==> config.mk <==
export PLATFORM = sky130hd
export DESIGN_NAME = sdc_top
export DESIGN_NICKNAME = d
export VERILOG_FILES = /design/src/sdc_pkg.sv /design/src/sdc_ramp.sv /design/src/sdc_top.sv
export SDC_FILE = /design/constraint.sdc
export NUM_CORES = 1
export LEC_CHECK = 0
export BUFFER_PORTS_ARGS = -buffer_cell sky130_fd_sc_hd__buf_4
export CORE_MARGIN = 3
export CORE_UTILIZATION = 40
export DETAILED_ROUTE_END_ITERATION = 8
export SETUP_SLACK_MARGIN = 0.05
export SLEW_MARGIN = 30
export SYNTH_ARGS = -nofsm -noshare
export SYNTH_HDL_FRONTEND = slang
export SYNTH_SLANG_ARGS = --single-unit
==> constraint.sdc <==
create_clock -name ref_clk -period 6.41 [get_ports ref_clk]
set_input_delay 0 -clock ref_clk [delete_from_list [all_inputs] [get_ports ref_clk]]
set_output_delay 0 -clock ref_clk [all_outputs]
set_load 0.01 [all_outputs]
==> src/sdc_pkg.sv <==
// Constants shared by the sampling clock and delay control block.
// Assumes a 32-bit classic Wishbone register bus and a 100 MHz ref_clk.
package sdc_pkg;

    // Register byte offsets
    localparam logic [7:0] SDC_OFF_CTRL = 8'h00;
    localparam logic [7:0] SDC_OFF_COARSE = 8'h04;
    localparam logic [7:0] SDC_OFF_FINE = 8'h08;
    localparam logic [7:0] SDC_OFF_STATUS = 8'h0c;
    localparam logic [7:0] SDC_OFF_SREF_CNT = 8'h10;

    // Control register fields
    localparam int SDC_CTRL_TS_EN = 0;
    localparam int SDC_CTRL_INV = 1;
    localparam int SDC_CTRL_RAMP_EN = 2;
    localparam int SDC_CTRL_RAMP_FAST = 3;
    localparam int SDC_CTRL_SINGLE = 4;
    localparam int SDC_CTRL_CAL_EN = 5;
    localparam int SDC_CTRL_W = 6;

    // Status register fields
    localparam int SDC_ST_COARSE_LSB = 0;
    localparam int SDC_ST_BUSY = 8;
    localparam int SDC_ST_CAL_DONE = 9;
    localparam int SDC_ST_SREF_SEEN = 10;

    // Reset values
    localparam logic [SDC_CTRL_W-1:0] SDC_CTRL_RST = 6'h00;
    localparam logic [7:0] SDC_DELAY_RST = 8'h00;

    // Delay code width: 256 settings each for coarse and fine
    localparam int SDC_DLY_W = 8;
    localparam int SDC_SAMPLE_W = 8;

    // Ramp timing: slow is 1 step per 256 cycles, fast is 4 steps per 384 cycles
    localparam int SDC_RAMP_SLOW_CYC = 256;
    localparam int SDC_RAMP_FAST_CYC = 384;
    localparam logic [8:0] SDC_RAMP_SLOW_LAST = 9'(SDC_RAMP_SLOW_CYC - 1);
    localparam logic [8:0] SDC_RAMP_FAST_LAST = 9'(SDC_RAMP_FAST_CYC - 1);
    localparam logic [7:0] SDC_RAMP_SLOW_STEP = 8'h01;
    localparam logic [7:0] SDC_RAMP_FAST_STEP = 8'h04;

    // Trigger synchroniser depth, matched by the data pipeline
    localparam int SDC_SYNC_STAGES = 2;

    typedef enum logic [1:0] {
        SDC_CAL_IDLE,
        SDC_CAL_SEARCH,
        SDC_CAL_SETTLE,
        SDC_CAL_DONE
    } sdc_cal_e;

endpackage

==> src/sdc_ramp.sv <==
// Coarse delay ramp: walks the active coarse code toward a target.
// Assumes load is a one-cycle pulse on each new target write.
module sdc_ramp
    import sdc_pkg::*;
(
    // Clock and reset
    input wire logic ref_clk,
    input wire logic rst_n,
    // Control
    input wire logic load,
    input wire logic [SDC_DLY_W-1:0] target,
    input wire logic ramp_en,
    input wire logic ramp_fast,
    // Result
    output logic [SDC_DLY_W-1:0] active_q,
    output logic busy_q
);

    logic [SDC_DLY_W-1:0] target_q;
    logic [8:0] tick_q;
    logic [SDC_DLY_W-1:0] diff;
    logic [SDC_DLY_W-1:0] step;
    logic up;
    logic tick_done;

    assign up = target_q > active_q;
    assign diff = up ? target_q - active_q : active_q - target_q;
    assign tick_done = tick_q == (ramp_fast ? SDC_RAMP_FAST_LAST : SDC_RAMP_SLOW_LAST);
    // No overshoot: last step is clipped to the remaining distance
    assign step = ramp_fast ? ((diff < SDC_RAMP_FAST_STEP) ? diff : SDC_RAMP_FAST_STEP)
                            : SDC_RAMP_SLOW_STEP;

    always_ff @(posedge ref_clk)
    begin
        if (!rst_n)
        begin
            target_q <= SDC_DELAY_RST;
            active_q <= SDC_DELAY_RST;
            busy_q <= 1'b0;
            tick_q <= 9'h000;
        end
        else if (load && !ramp_en)
        begin
            target_q <= target;
            active_q <= target;
            busy_q <= 1'b0;
            tick_q <= 9'h000;
        end
        else if (load)
        begin
            target_q <= target;
            busy_q <= target != active_q;
            tick_q <= 9'h000;
        end
        else if (busy_q)
        begin
            if (tick_done)
            begin
                tick_q <= 9'h000;
                active_q <= up ? active_q + step : active_q - step;
                busy_q <= diff != step;
            end
            else
            begin
                tick_q <= tick_q + 9'h001;
            end
        end
    end

endmodule // sdc_ramp

==> src/sdc_top.sv <==
// Sampling clock and aperture delay control with timestamp marking.
// Assumes all pins, including the trigger, are sampled on ref_clk; the
// analog delay line and converter cores sit outside and follow the codes.

// Summary of operation
// - Timestamp ignored unless enable bit set
// - Enabled timestamp replaces sample LSB
// - Asynchronous trigger sampled alongside the data
// - Dual mode: one sample per rising edge
// - Single mode: rising and falling edges sampled
// - Device clock drives sampling and logic
// - SYSREF accepted as pulse or periodic
// - SYSREF captured on deterministic clock edge
// - Invert bit delays sampling half period
// - Coarse and fine give 256 settings
// - Invert, coarse, fine add independently
// - Delay shifts every internal clock equally
// - Delays writable during normal operation
// - Slow 1/256 or fast 4/384 ramp
// - Coarse write restarts ramp when enabled
// - Calibration moves sampling, not SYSREF
// - Calibration done flag for software polling
module sdc_top
    import sdc_pkg::*;
(
    // Clock and reset
    input wire logic ref_clk,
    input wire logic rst_n,
    // Wishbone slave
    input wire logic wb_cyc_i,
    input wire logic wb_stb_i,
    input wire logic wb_we_i,
    input wire logic [7:0] wb_adr_i,
    input wire logic [3:0] wb_sel_i,
    input wire logic [31:0] wb_dat_i,
    output logic [31:0] wb_dat_o,
    output logic wb_ack_o,
    // Converter samples
    input wire logic conv_valid,
    input wire logic [SDC_SAMPLE_W-1:0] conv_rise_a,
    input wire logic [SDC_SAMPLE_W-1:0] conv_rise_b,
    input wire logic [SDC_SAMPLE_W-1:0] conv_fall,
    // Trigger and reference
    input wire logic trigger_marker_input,
    input wire logic sysref_in,
    input wire logic sysref_phase_aligned,
    // Output samples
    output logic out_valid,
    output logic [SDC_SAMPLE_W-1:0] out_sample_a,
    output logic [SDC_SAMPLE_W-1:0] out_sample_b,
    // Delay line codes
    output logic clock_invert_delay,
    output logic [SDC_DLY_W-1:0] coarse_aperture_delay,
    output logic [SDC_DLY_W-1:0] fine_aperture_delay,
    // Reference capture
    output logic sysref_capture,
    output logic sysref_cal_done
);

    // Byte-lane merge of a register write
    function automatic logic [31:0] sdc_merge(input logic [31:0] old_v,
                                              input logic [31:0] new_v,
                                              input logic [3:0] sel);
        logic [31:0] r;
        r = old_v;
        for (int i = 0; i < 4; i++)
        begin
            if (sel[i])
            begin
                r[i*8 +: 8] = new_v[i*8 +: 8];
            end
        end
        return r;
    endfunction

    // Stamp the trigger into the sample LSB when enabled
    function automatic logic [SDC_SAMPLE_W-1:0] sdc_stamp(input logic [SDC_SAMPLE_W-1:0] s,
                                                          input logic en,
                                                          input logic trig);
        return en ? {s[SDC_SAMPLE_W-1:1], trig} : s;
    endfunction

    logic [SDC_CTRL_W-1:0] ctrl_q;
    logic [SDC_DLY_W-1:0] coarse_tgt_q;
    logic [SDC_DLY_W-1:0] fine_q;
    logic [15:0] sref_cnt_q;
    logic sref_seen_q;
    logic cal_done_q;
    sdc_cal_e cal_state_q;

    logic req;
    logic wr;
    logic rd;
    logic [31:0] wmerge;
    logic [31:0] rdata;
    logic coarse_load;
    logic [SDC_DLY_W-1:0] coarse_load_val;
    logic cal_step;
    logic [SDC_DLY_W-1:0] active_coarse;
    logic ramp_busy;

    assign req = wb_cyc_i && wb_stb_i && !wb_ack_o;
    assign wr = req && wb_we_i;
    assign rd = req && !wb_we_i;

    // Bus answer: one cycle after the request, dropped the next cycle
    always_ff @(posedge ref_clk)
    begin
        if (!rst_n)
        begin
            wb_ack_o <= 1'b0;
        end
        else
        begin
            wb_ack_o <= req;
        end
    end

    always_comb
    begin
        rdata = 32'h0000_0000;
        case (wb_adr_i)
            SDC_OFF_CTRL:
            begin
                rdata[SDC_CTRL_W-1:0] = ctrl_q;
            end
            SDC_OFF_COARSE:
            begin
                rdata[SDC_DLY_W-1:0] = coarse_tgt_q;
            end
            SDC_OFF_FINE:
            begin
                rdata[SDC_DLY_W-1:0] = fine_q;
            end
            SDC_OFF_STATUS:
            begin
                rdata[SDC_ST_COARSE_LSB +: SDC_DLY_W] = active_coarse;
                rdata[SDC_ST_BUSY] = ramp_busy;
                rdata[SDC_ST_CAL_DONE] = cal_done_q;
                rdata[SDC_ST_SREF_SEEN] = sref_seen_q;
            end
            SDC_OFF_SREF_CNT:
            begin
                rdata[15:0] = sref_cnt_q;
            end
            default:
            begin
                rdata = 32'h0000_0000;
            end
        endcase
    end

    always_ff @(posedge ref_clk)
    begin
        if (!rst_n)
        begin
            wb_dat_o <= 32'h0000_0000;
        end
        else if (rd)
        begin
            wb_dat_o <= rdata;
        end
    end

    always_comb
    begin
        case (wb_adr_i)
            SDC_OFF_CTRL:
            begin
                wmerge = sdc_merge({26'h0, ctrl_q}, wb_dat_i, wb_sel_i);
            end
            SDC_OFF_COARSE:
            begin
                wmerge = sdc_merge({24'h0, coarse_tgt_q}, wb_dat_i, wb_sel_i);
            end
            SDC_OFF_FINE:
            begin
                wmerge = sdc_merge({24'h0, fine_q}, wb_dat_i, wb_sel_i);
            end
            default:
            begin
                wmerge = 32'h0000_0000;
            end
        endcase
    end

    // Control register
    always_ff @(posedge ref_clk)
    begin
        if (!rst_n)
        begin
            ctrl_q <= SDC_CTRL_RST;
        end
        else if (wr && wb_adr_i == SDC_OFF_CTRL)
        begin
            ctrl_q <= wmerge[SDC_CTRL_W-1:0];
        end
    end

    // delay codes writable at any time; the link may glitch meanwhile
    always_ff @(posedge ref_clk)
    begin
        if (!rst_n)
        begin
            fine_q <= SDC_DELAY_RST;
        end
        else if (wr && wb_adr_i == SDC_OFF_FINE)
        begin
            fine_q <= wmerge[SDC_DLY_W-1:0];
        end
    end

    // calibration steps the sampling delay, software writes lose to it
    always_ff @(posedge ref_clk)
    begin
        if (!rst_n)
        begin
            coarse_tgt_q <= SDC_DELAY_RST;
        end
        else if (cal_step)
        begin
            coarse_tgt_q <= coarse_tgt_q + 8'h01;
        end
        else if (wr && wb_adr_i == SDC_OFF_COARSE)
        begin
            coarse_tgt_q <= wmerge[SDC_DLY_W-1:0];
        end
    end

    assign coarse_load = cal_step || (wr && wb_adr_i == SDC_OFF_COARSE);
    assign coarse_load_val = cal_step ? coarse_tgt_q + 8'h01 : wmerge[SDC_DLY_W-1:0];

    // 8-bit code gives 256 coarse settings
    sdc_ramp u_ramp (
        .ref_clk(ref_clk),
        .rst_n(rst_n),
        .load(coarse_load),
        .target(coarse_load_val),
        .ramp_en(ctrl_q[SDC_CTRL_RAMP_EN]),
        .ramp_fast(ctrl_q[SDC_CTRL_RAMP_FAST]),
        .active_q(active_coarse),
        .busy_q(ramp_busy)
    );

    // three codes leave as separate fields, summed by the delay line
    // the shifted clock feeds the whole device, so capture moves too
    // invert bit selects the opposite clock phase
    always_ff @(posedge ref_clk)
    begin
        if (!rst_n)
        begin
            clock_invert_delay <= 1'b0;
            coarse_aperture_delay <= SDC_DELAY_RST;
            fine_aperture_delay <= SDC_DELAY_RST;
        end
        else
        begin
            clock_invert_delay <= ctrl_q[SDC_CTRL_INV];
            coarse_aperture_delay <= active_coarse;
            fine_aperture_delay <= fine_q;
        end
    end

    // two-stage synchroniser; data is delayed to match
    logic [SDC_SYNC_STAGES-1:0] trig_sync_q;
    always_ff @(posedge ref_clk)
    begin
        if (!rst_n)
        begin
            trig_sync_q <= '0;
        end
        else
        begin
            trig_sync_q <= {trig_sync_q[SDC_SYNC_STAGES-2:0], trigger_marker_input};
        end
    end

    logic [SDC_SYNC_STAGES-1:0] vld_pipe_q;
    logic [SDC_SAMPLE_W-1:0] a_pipe_q [SDC_SYNC_STAGES];
    logic [SDC_SAMPLE_W-1:0] b_pipe_q [SDC_SYNC_STAGES];
    logic [SDC_SAMPLE_W-1:0] b_sel;

    // dual mode takes rising-edge samples of both inputs
    // single mode pairs rising and falling samples of one input
    assign b_sel = ctrl_q[SDC_CTRL_SINGLE] ? conv_fall : conv_rise_b;

    // samples and logic all run on the one device clock
    always_ff @(posedge ref_clk)
    begin
        if (!rst_n)
        begin
            vld_pipe_q <= '0;
            for (int i = 0; i < SDC_SYNC_STAGES; i++)
            begin
                a_pipe_q[i] <= '0;
                b_pipe_q[i] <= '0;
            end
        end
        else
        begin
            vld_pipe_q <= {vld_pipe_q[SDC_SYNC_STAGES-2:0], conv_valid};
            a_pipe_q[0] <= conv_rise_a;
            b_pipe_q[0] <= b_sel;
            for (int i = 1; i < SDC_SYNC_STAGES; i++)
            begin
                a_pipe_q[i] <= a_pipe_q[i-1];
                b_pipe_q[i] <= b_pipe_q[i-1];
            end
        end
    end

    // with the enable clear, data passes untouched
    // enabled marker replaces the LSB of each sample
    always_ff @(posedge ref_clk)
    begin
        if (!rst_n)
        begin
            out_valid <= 1'b0;
            out_sample_a <= '0;
            out_sample_b <= '0;
        end
        else
        begin
            out_valid <= vld_pipe_q[SDC_SYNC_STAGES-1];
            out_sample_a <= sdc_stamp(a_pipe_q[SDC_SYNC_STAGES-1],
                                      ctrl_q[SDC_CTRL_TS_EN], trig_sync_q[SDC_SYNC_STAGES-1]);
            out_sample_b <= sdc_stamp(b_pipe_q[SDC_SYNC_STAGES-1],
                                      ctrl_q[SDC_CTRL_TS_EN], trig_sync_q[SDC_SYNC_STAGES-1]);
        end
    end

    // reference captured on one fixed rising edge, no free choice
    logic sref_q;
    logic sref_edge;
    always_ff @(posedge ref_clk)
    begin
        if (!rst_n)
        begin
            sref_q <= 1'b0;
        end
        else
        begin
            sref_q <= sysref_in;
        end
    end
    assign sref_edge = sysref_in && !sref_q;

    // a lone pulse or a periodic train both yield capture pulses
    // periodic rate is counted only, its ratio is the source's duty
    always_ff @(posedge ref_clk)
    begin
        if (!rst_n)
        begin
            sysref_capture <= 1'b0;
            sref_seen_q <= 1'b0;
            sref_cnt_q <= 16'h0000;
        end
        else
        begin
            sysref_capture <= sref_edge;
            if (sref_edge)
            begin
                sref_seen_q <= 1'b1;
                sref_cnt_q <= sref_cnt_q + 16'h0001;
            end
        end
    end

    // Calibration: step coarse once per reference edge until aligned
    assign cal_step = cal_state_q == SDC_CAL_SEARCH && sref_edge && !sysref_phase_aligned
                      && !ramp_busy && coarse_tgt_q != 8'hff;

    always_ff @(posedge ref_clk)
    begin
        if (!rst_n)
        begin
            cal_state_q <= SDC_CAL_IDLE;
            cal_done_q <= 1'b0;
        end
        else if (!ctrl_q[SDC_CTRL_CAL_EN])
        begin
            cal_state_q <= SDC_CAL_IDLE;
            cal_done_q <= 1'b0;
        end
        else
        begin
            case (cal_state_q)
                SDC_CAL_IDLE:
                begin
                    cal_state_q <= SDC_CAL_SEARCH;
                end
                SDC_CAL_SEARCH:
                begin
                    if (sref_edge && (sysref_phase_aligned || coarse_tgt_q == 8'hff))
                    begin
                        cal_state_q <= SDC_CAL_SETTLE;
                    end
                end
                SDC_CAL_SETTLE:
                begin
                    if (!ramp_busy)
                    begin
                        cal_state_q <= SDC_CAL_DONE;
                    end
                end
                SDC_CAL_DONE:
                begin
                    // done holds until the enable is cleared
                    cal_done_q <= 1'b1;
                end
                default:
                begin
                    cal_state_q <= SDC_CAL_IDLE;
                end
            endcase
        end
    end

    always_ff @(posedge ref_clk)
    begin
        if (!rst_n)
        begin
            sysref_cal_done <= 1'b0;
        end
        else
        begin
            sysref_cal_done <= cal_done_q;
        end
    end

endmodule // sdc_top

==> results list <==
- The die covers 0.0210 mm^2.
- Biggest fanout along the worst timing path: 9
- Counting flops with an async set or reset pin after synthesis yields a share of 0%.
- In this run the remaining antenna-violating nets after routing total 0.
- Yosys warns: 0
* Final min period: 5.57 ns
- The number of different library cells used by synthesis comes to 59.
- The floorplan step defined a core boundary enclosing 0.0188 mm^2.
- Via count of the first global-routing pass: 5854
- Hold-fix buffer count after cts: 28
- Summed over all nets, the half-perimeter wirelength after detailed placement is 13.8 mm.
- 1st-iter DRT viols: 372
* Gate count after technology mapping: 878
* Most used flip-flop cell after synthesis: dfxtp_1
* Number of H-tree branching levels: 4
* Wire length reported by the detailed router: 19.1 mm
- Number of placement rows: 50
* Number of storage elements in the synthesis netlist: 158
- Data arrives at the worst endpoint at 5.88 ns.
- In this run the worst hold path is classified as input port to flip-flop.
- The congestion estimate from routability-driven global placement came to 0.936.
- Number of hold violations in the final report: 0
- The first global-routing pass estimated 30.4 mm of wire.
- The post-route netlist has 15.3% of its cells at a drive strength greater than 1.
- Residual overflow from global routing: 0
- Clock Latency Late Sink: 0.43 ns
* Setup fix buffers added after clock tree synthesis: 0
- 146 I/O pins were placed.
- Final Setup Violations: 0
* Clock edge transition at the registers on the reported setup and hold paths: 0.08 ns
* Outcome: complete, no violations
- Growth of design area from synthesis to finish: 23.0%
* Number of antenna violations at the first check in global routing: 0
- Placed Instance Area: 0.00859 mm^2
- The floorplan step set the die height to 145 um.
* Clock Root Buffer: clkbuf_16
- In this run the cell area of the synthesized design comes to 0.00771 mm^2.
* Number of buffers created by CTS: 17
* Type of the setup path with the least slack: flip-flop to flip-flop
- Final layout net count: 1097
- For this design, the sink count on the clock tree is 158.
- Average instance area after synthesis: 8.78 um^2
- Leakage: 3.84 nW
- The number of antenna diodes in the final layout is 0.
- The pre-antenna-repair detailed-routing pass consisted of 6 iterations.
- Power density over cell area: 222 mW/mm^2
- Worst hold margin: 0.0411 ns
* Sequential fraction of the synthesis area: 41.0%
- Post-route clock skew: 0.0155 ns
- At the pin with the least slew margin, the transition time is 0.765 ns.
- Starting density of the core: 40.9%
* Rel. slew slack: 49.0%
* Post-layout util: 50.3%
* Data required time at the worst endpoint: 6.72 ns
- Share of the clock period used by the worst path: 86.9%
* Final Slew Violations: 0
* Number of gates given a new drive strength after cts: 0
- Total negative slack for setup checks: 0 ns
- CTS tree: yes
- The worst setup path is launched from a flip-flop.
* Wirelength per Cell: 15.1 um
- Using the TritonRoute via totals, the vias-per-cell ratio works out to 5.09.
- Maximum resistive drop on vdd: 173 uV
* Bufs on Longest Clock Path: 2
- Post-layout instance area: 0.00948 mm^2
* Chip Width: 145 um
- Post-layout total power: 2.11 mW
- The worst setup path is captured at a flip-flop.
- Highest clock frequency the design can meet: 0.180 GHz
- Setup repair after global routing left no endpoint under its margin.
* Count of buffers from port buffering: 102
- Aggregate global-route resource usage: 18.4%
* Count of max-cap constraint violations: 0
- Number of design rule violations left after detail routing: 0
- Entering global routing, the biggest net connects 120 pins.
- For this block, the via count after detailed routing is 6413.
- Number of flops mapped to enable cells by yosys: 0
==> where the power goes <==
group	switching, mW	internal, mW	total, mW
Sequential	0.00609	0.999	1.00
Combinational	0.0516	0.0565	0.108
Clock	0.470	0.522	0.992
Total	0.528	1.58	2.11
==> layout make-up <==
class	instances	area, um^2
clock buffers	17	425
repair buffers	136	1090
multi-input cells	644	4190
well taps	260	325
flip-flops and latches	158	3160
clock inverters	15	173
fillers	1824	9350
inverters	29	109
==> worst max-delay path: stages (launching register included) <==
cell and delay (ns):
dfxtp_1 0.54, inv_1 0.21, ha_1 0.47, a211oi_1 0.27
nor2_1 0.12, o31ai_4 0.42, o211ai_1 0.15, o32ai_1 0.46
nand3_1 0.15, o21ai_0 0.24, inv_1 0.07, ha_1 0.27
a21oi_1 0.31, ha_1 0.30, nor2b_1 0.12, o21ai_0 0.19
a21oi_1 0.13, o41ai_1 0.34, xnor2_1 0.16, a2111oi_0 0.43
nor3_1 0.08
==> cell families after synthesis <==
kind of cell	Yosys count	share of synthesized area, %
buf+inv	91	5.44
flops	158	41.0
simple gates	347	23.5
fa+ha+maj	34	5.81
other cells	1	0.0487
mux	25	3.30
xor+xnor	41	4.76
compound gates	181	16.1
==> routing by layer <==
layer	GRT usage, %	routed length, um	vias up
met5	0	0	-
met4	6.63	423	0
met3	3.78	1300	37
met2	28.2	8470	212
met1	25.8	8860	2946
li1	-	-	3218
==> stage by stage <==
step           cells  setup WS, ns
6_report        1259         0.839
5_1_grt         1259         0.412
4_1_cts         1259         0.942
3_5_place_dp    1199         0.979
3_3_place_gp    1199          1.05
2_1_floorplan    893          1.87
==> cells in the mapped netlist (4+ instances only) <==
master,number,area share (%)
buf_2,8,0.52
nor4_1,4,0.32
nor2b_1,25,2.0
o211a_1,6,0.78
or2_2,4,0.32
dfxtp_1,158,41
o31a_1,4,0.45
a221oi_1,6,0.68
a21boi_0,24,2.3
nand3_1,22,1.4
buf_4,16,1.6
ha_1,31,5.0
and3_1,9,0.73
xnor2_1,26,3.0
or3_1,9,0.73
a211oi_1,10,0.97
nor2_1,54,2.6
a31oi_1,6,0.49
o21a_1,8,0.78
and2_1,89,7.2
xor2_1,14,1.6
nand2b_1,5,0.41
nand4_1,15,1.2
a21oi_1,34,2.2
nor3_1,11,0.71
mux2i_1,22,2.9
o211ai_1,9,0.88
o21ai_0,39,2.5
and4_1,4,0.45
inv_1,29,1.4
clkbuf_1,37,1.8
nand2_1,86,4.2
a21o_1,11,1.1
==> state kept, by name, indices dropped and copies added, names as in the netlist, 6 cells and up <==
signal	count
ctrl_q	6
coarse_tgt_q	8
out_sample_a	8
u_ramp.active_q	8
coarse_aperture_delay	8
out_sample_b	8
u_ramp.target_q	8
a_pipe_q	16
fine_aperture_delay	8
u_ramp.tick_q	9
fine_q	8
b_pipe_q	16
wb_dat_o	16
sref_cnt_q	16
==> worst paths after layout <==
| check | cells past startpoint | endpoint | startpoint | slack [ns] |
|---|---|---|---|---|
| min | 4 | wb_dat_o[7] | wb_adr_i[4] | 0.04 |
| min reg2reg | 1 | b_pipe_q[0][14] | b_pipe_q[0][6] | 0.43 |
| max reg2reg | 20 | u_ramp.active_q[7] | u_ramp.active_q[5] | 0.84 |
| max | 20 | u_ramp.active_q[7] | u_ramp.active_q[5] | 0.84 |
==> cell usage in the layout (no fill, tap or decap), types with 8 or more instances in the layout <==
master	synthesis	final
dfxtp_1	158	158
buf_4	16	107
and2_1	89	89
nand2_1	86	86
nor2_1	54	54
o21ai_0	39	39
a21oi_1	34	34
ha_1	31	31
inv_1	29	29
dlygate4sd3_1	0	28
xnor2_1	26	26
nor2b_1	25	25
a21boi_0	24	24
nand3_1	22	22
mux2i_1	22	22
clkbuf_16	0	17
conb_1	1	16
nand4_1	15	15
xor2_1	14	14
a21o_1	11	11
nor3_1	11	11
a211oi_1	10	10
o211ai_1	9	9
and3_1	9	9
or3_1	9	9
o21a_1	8	8
(Power assumes the default switching activity.)
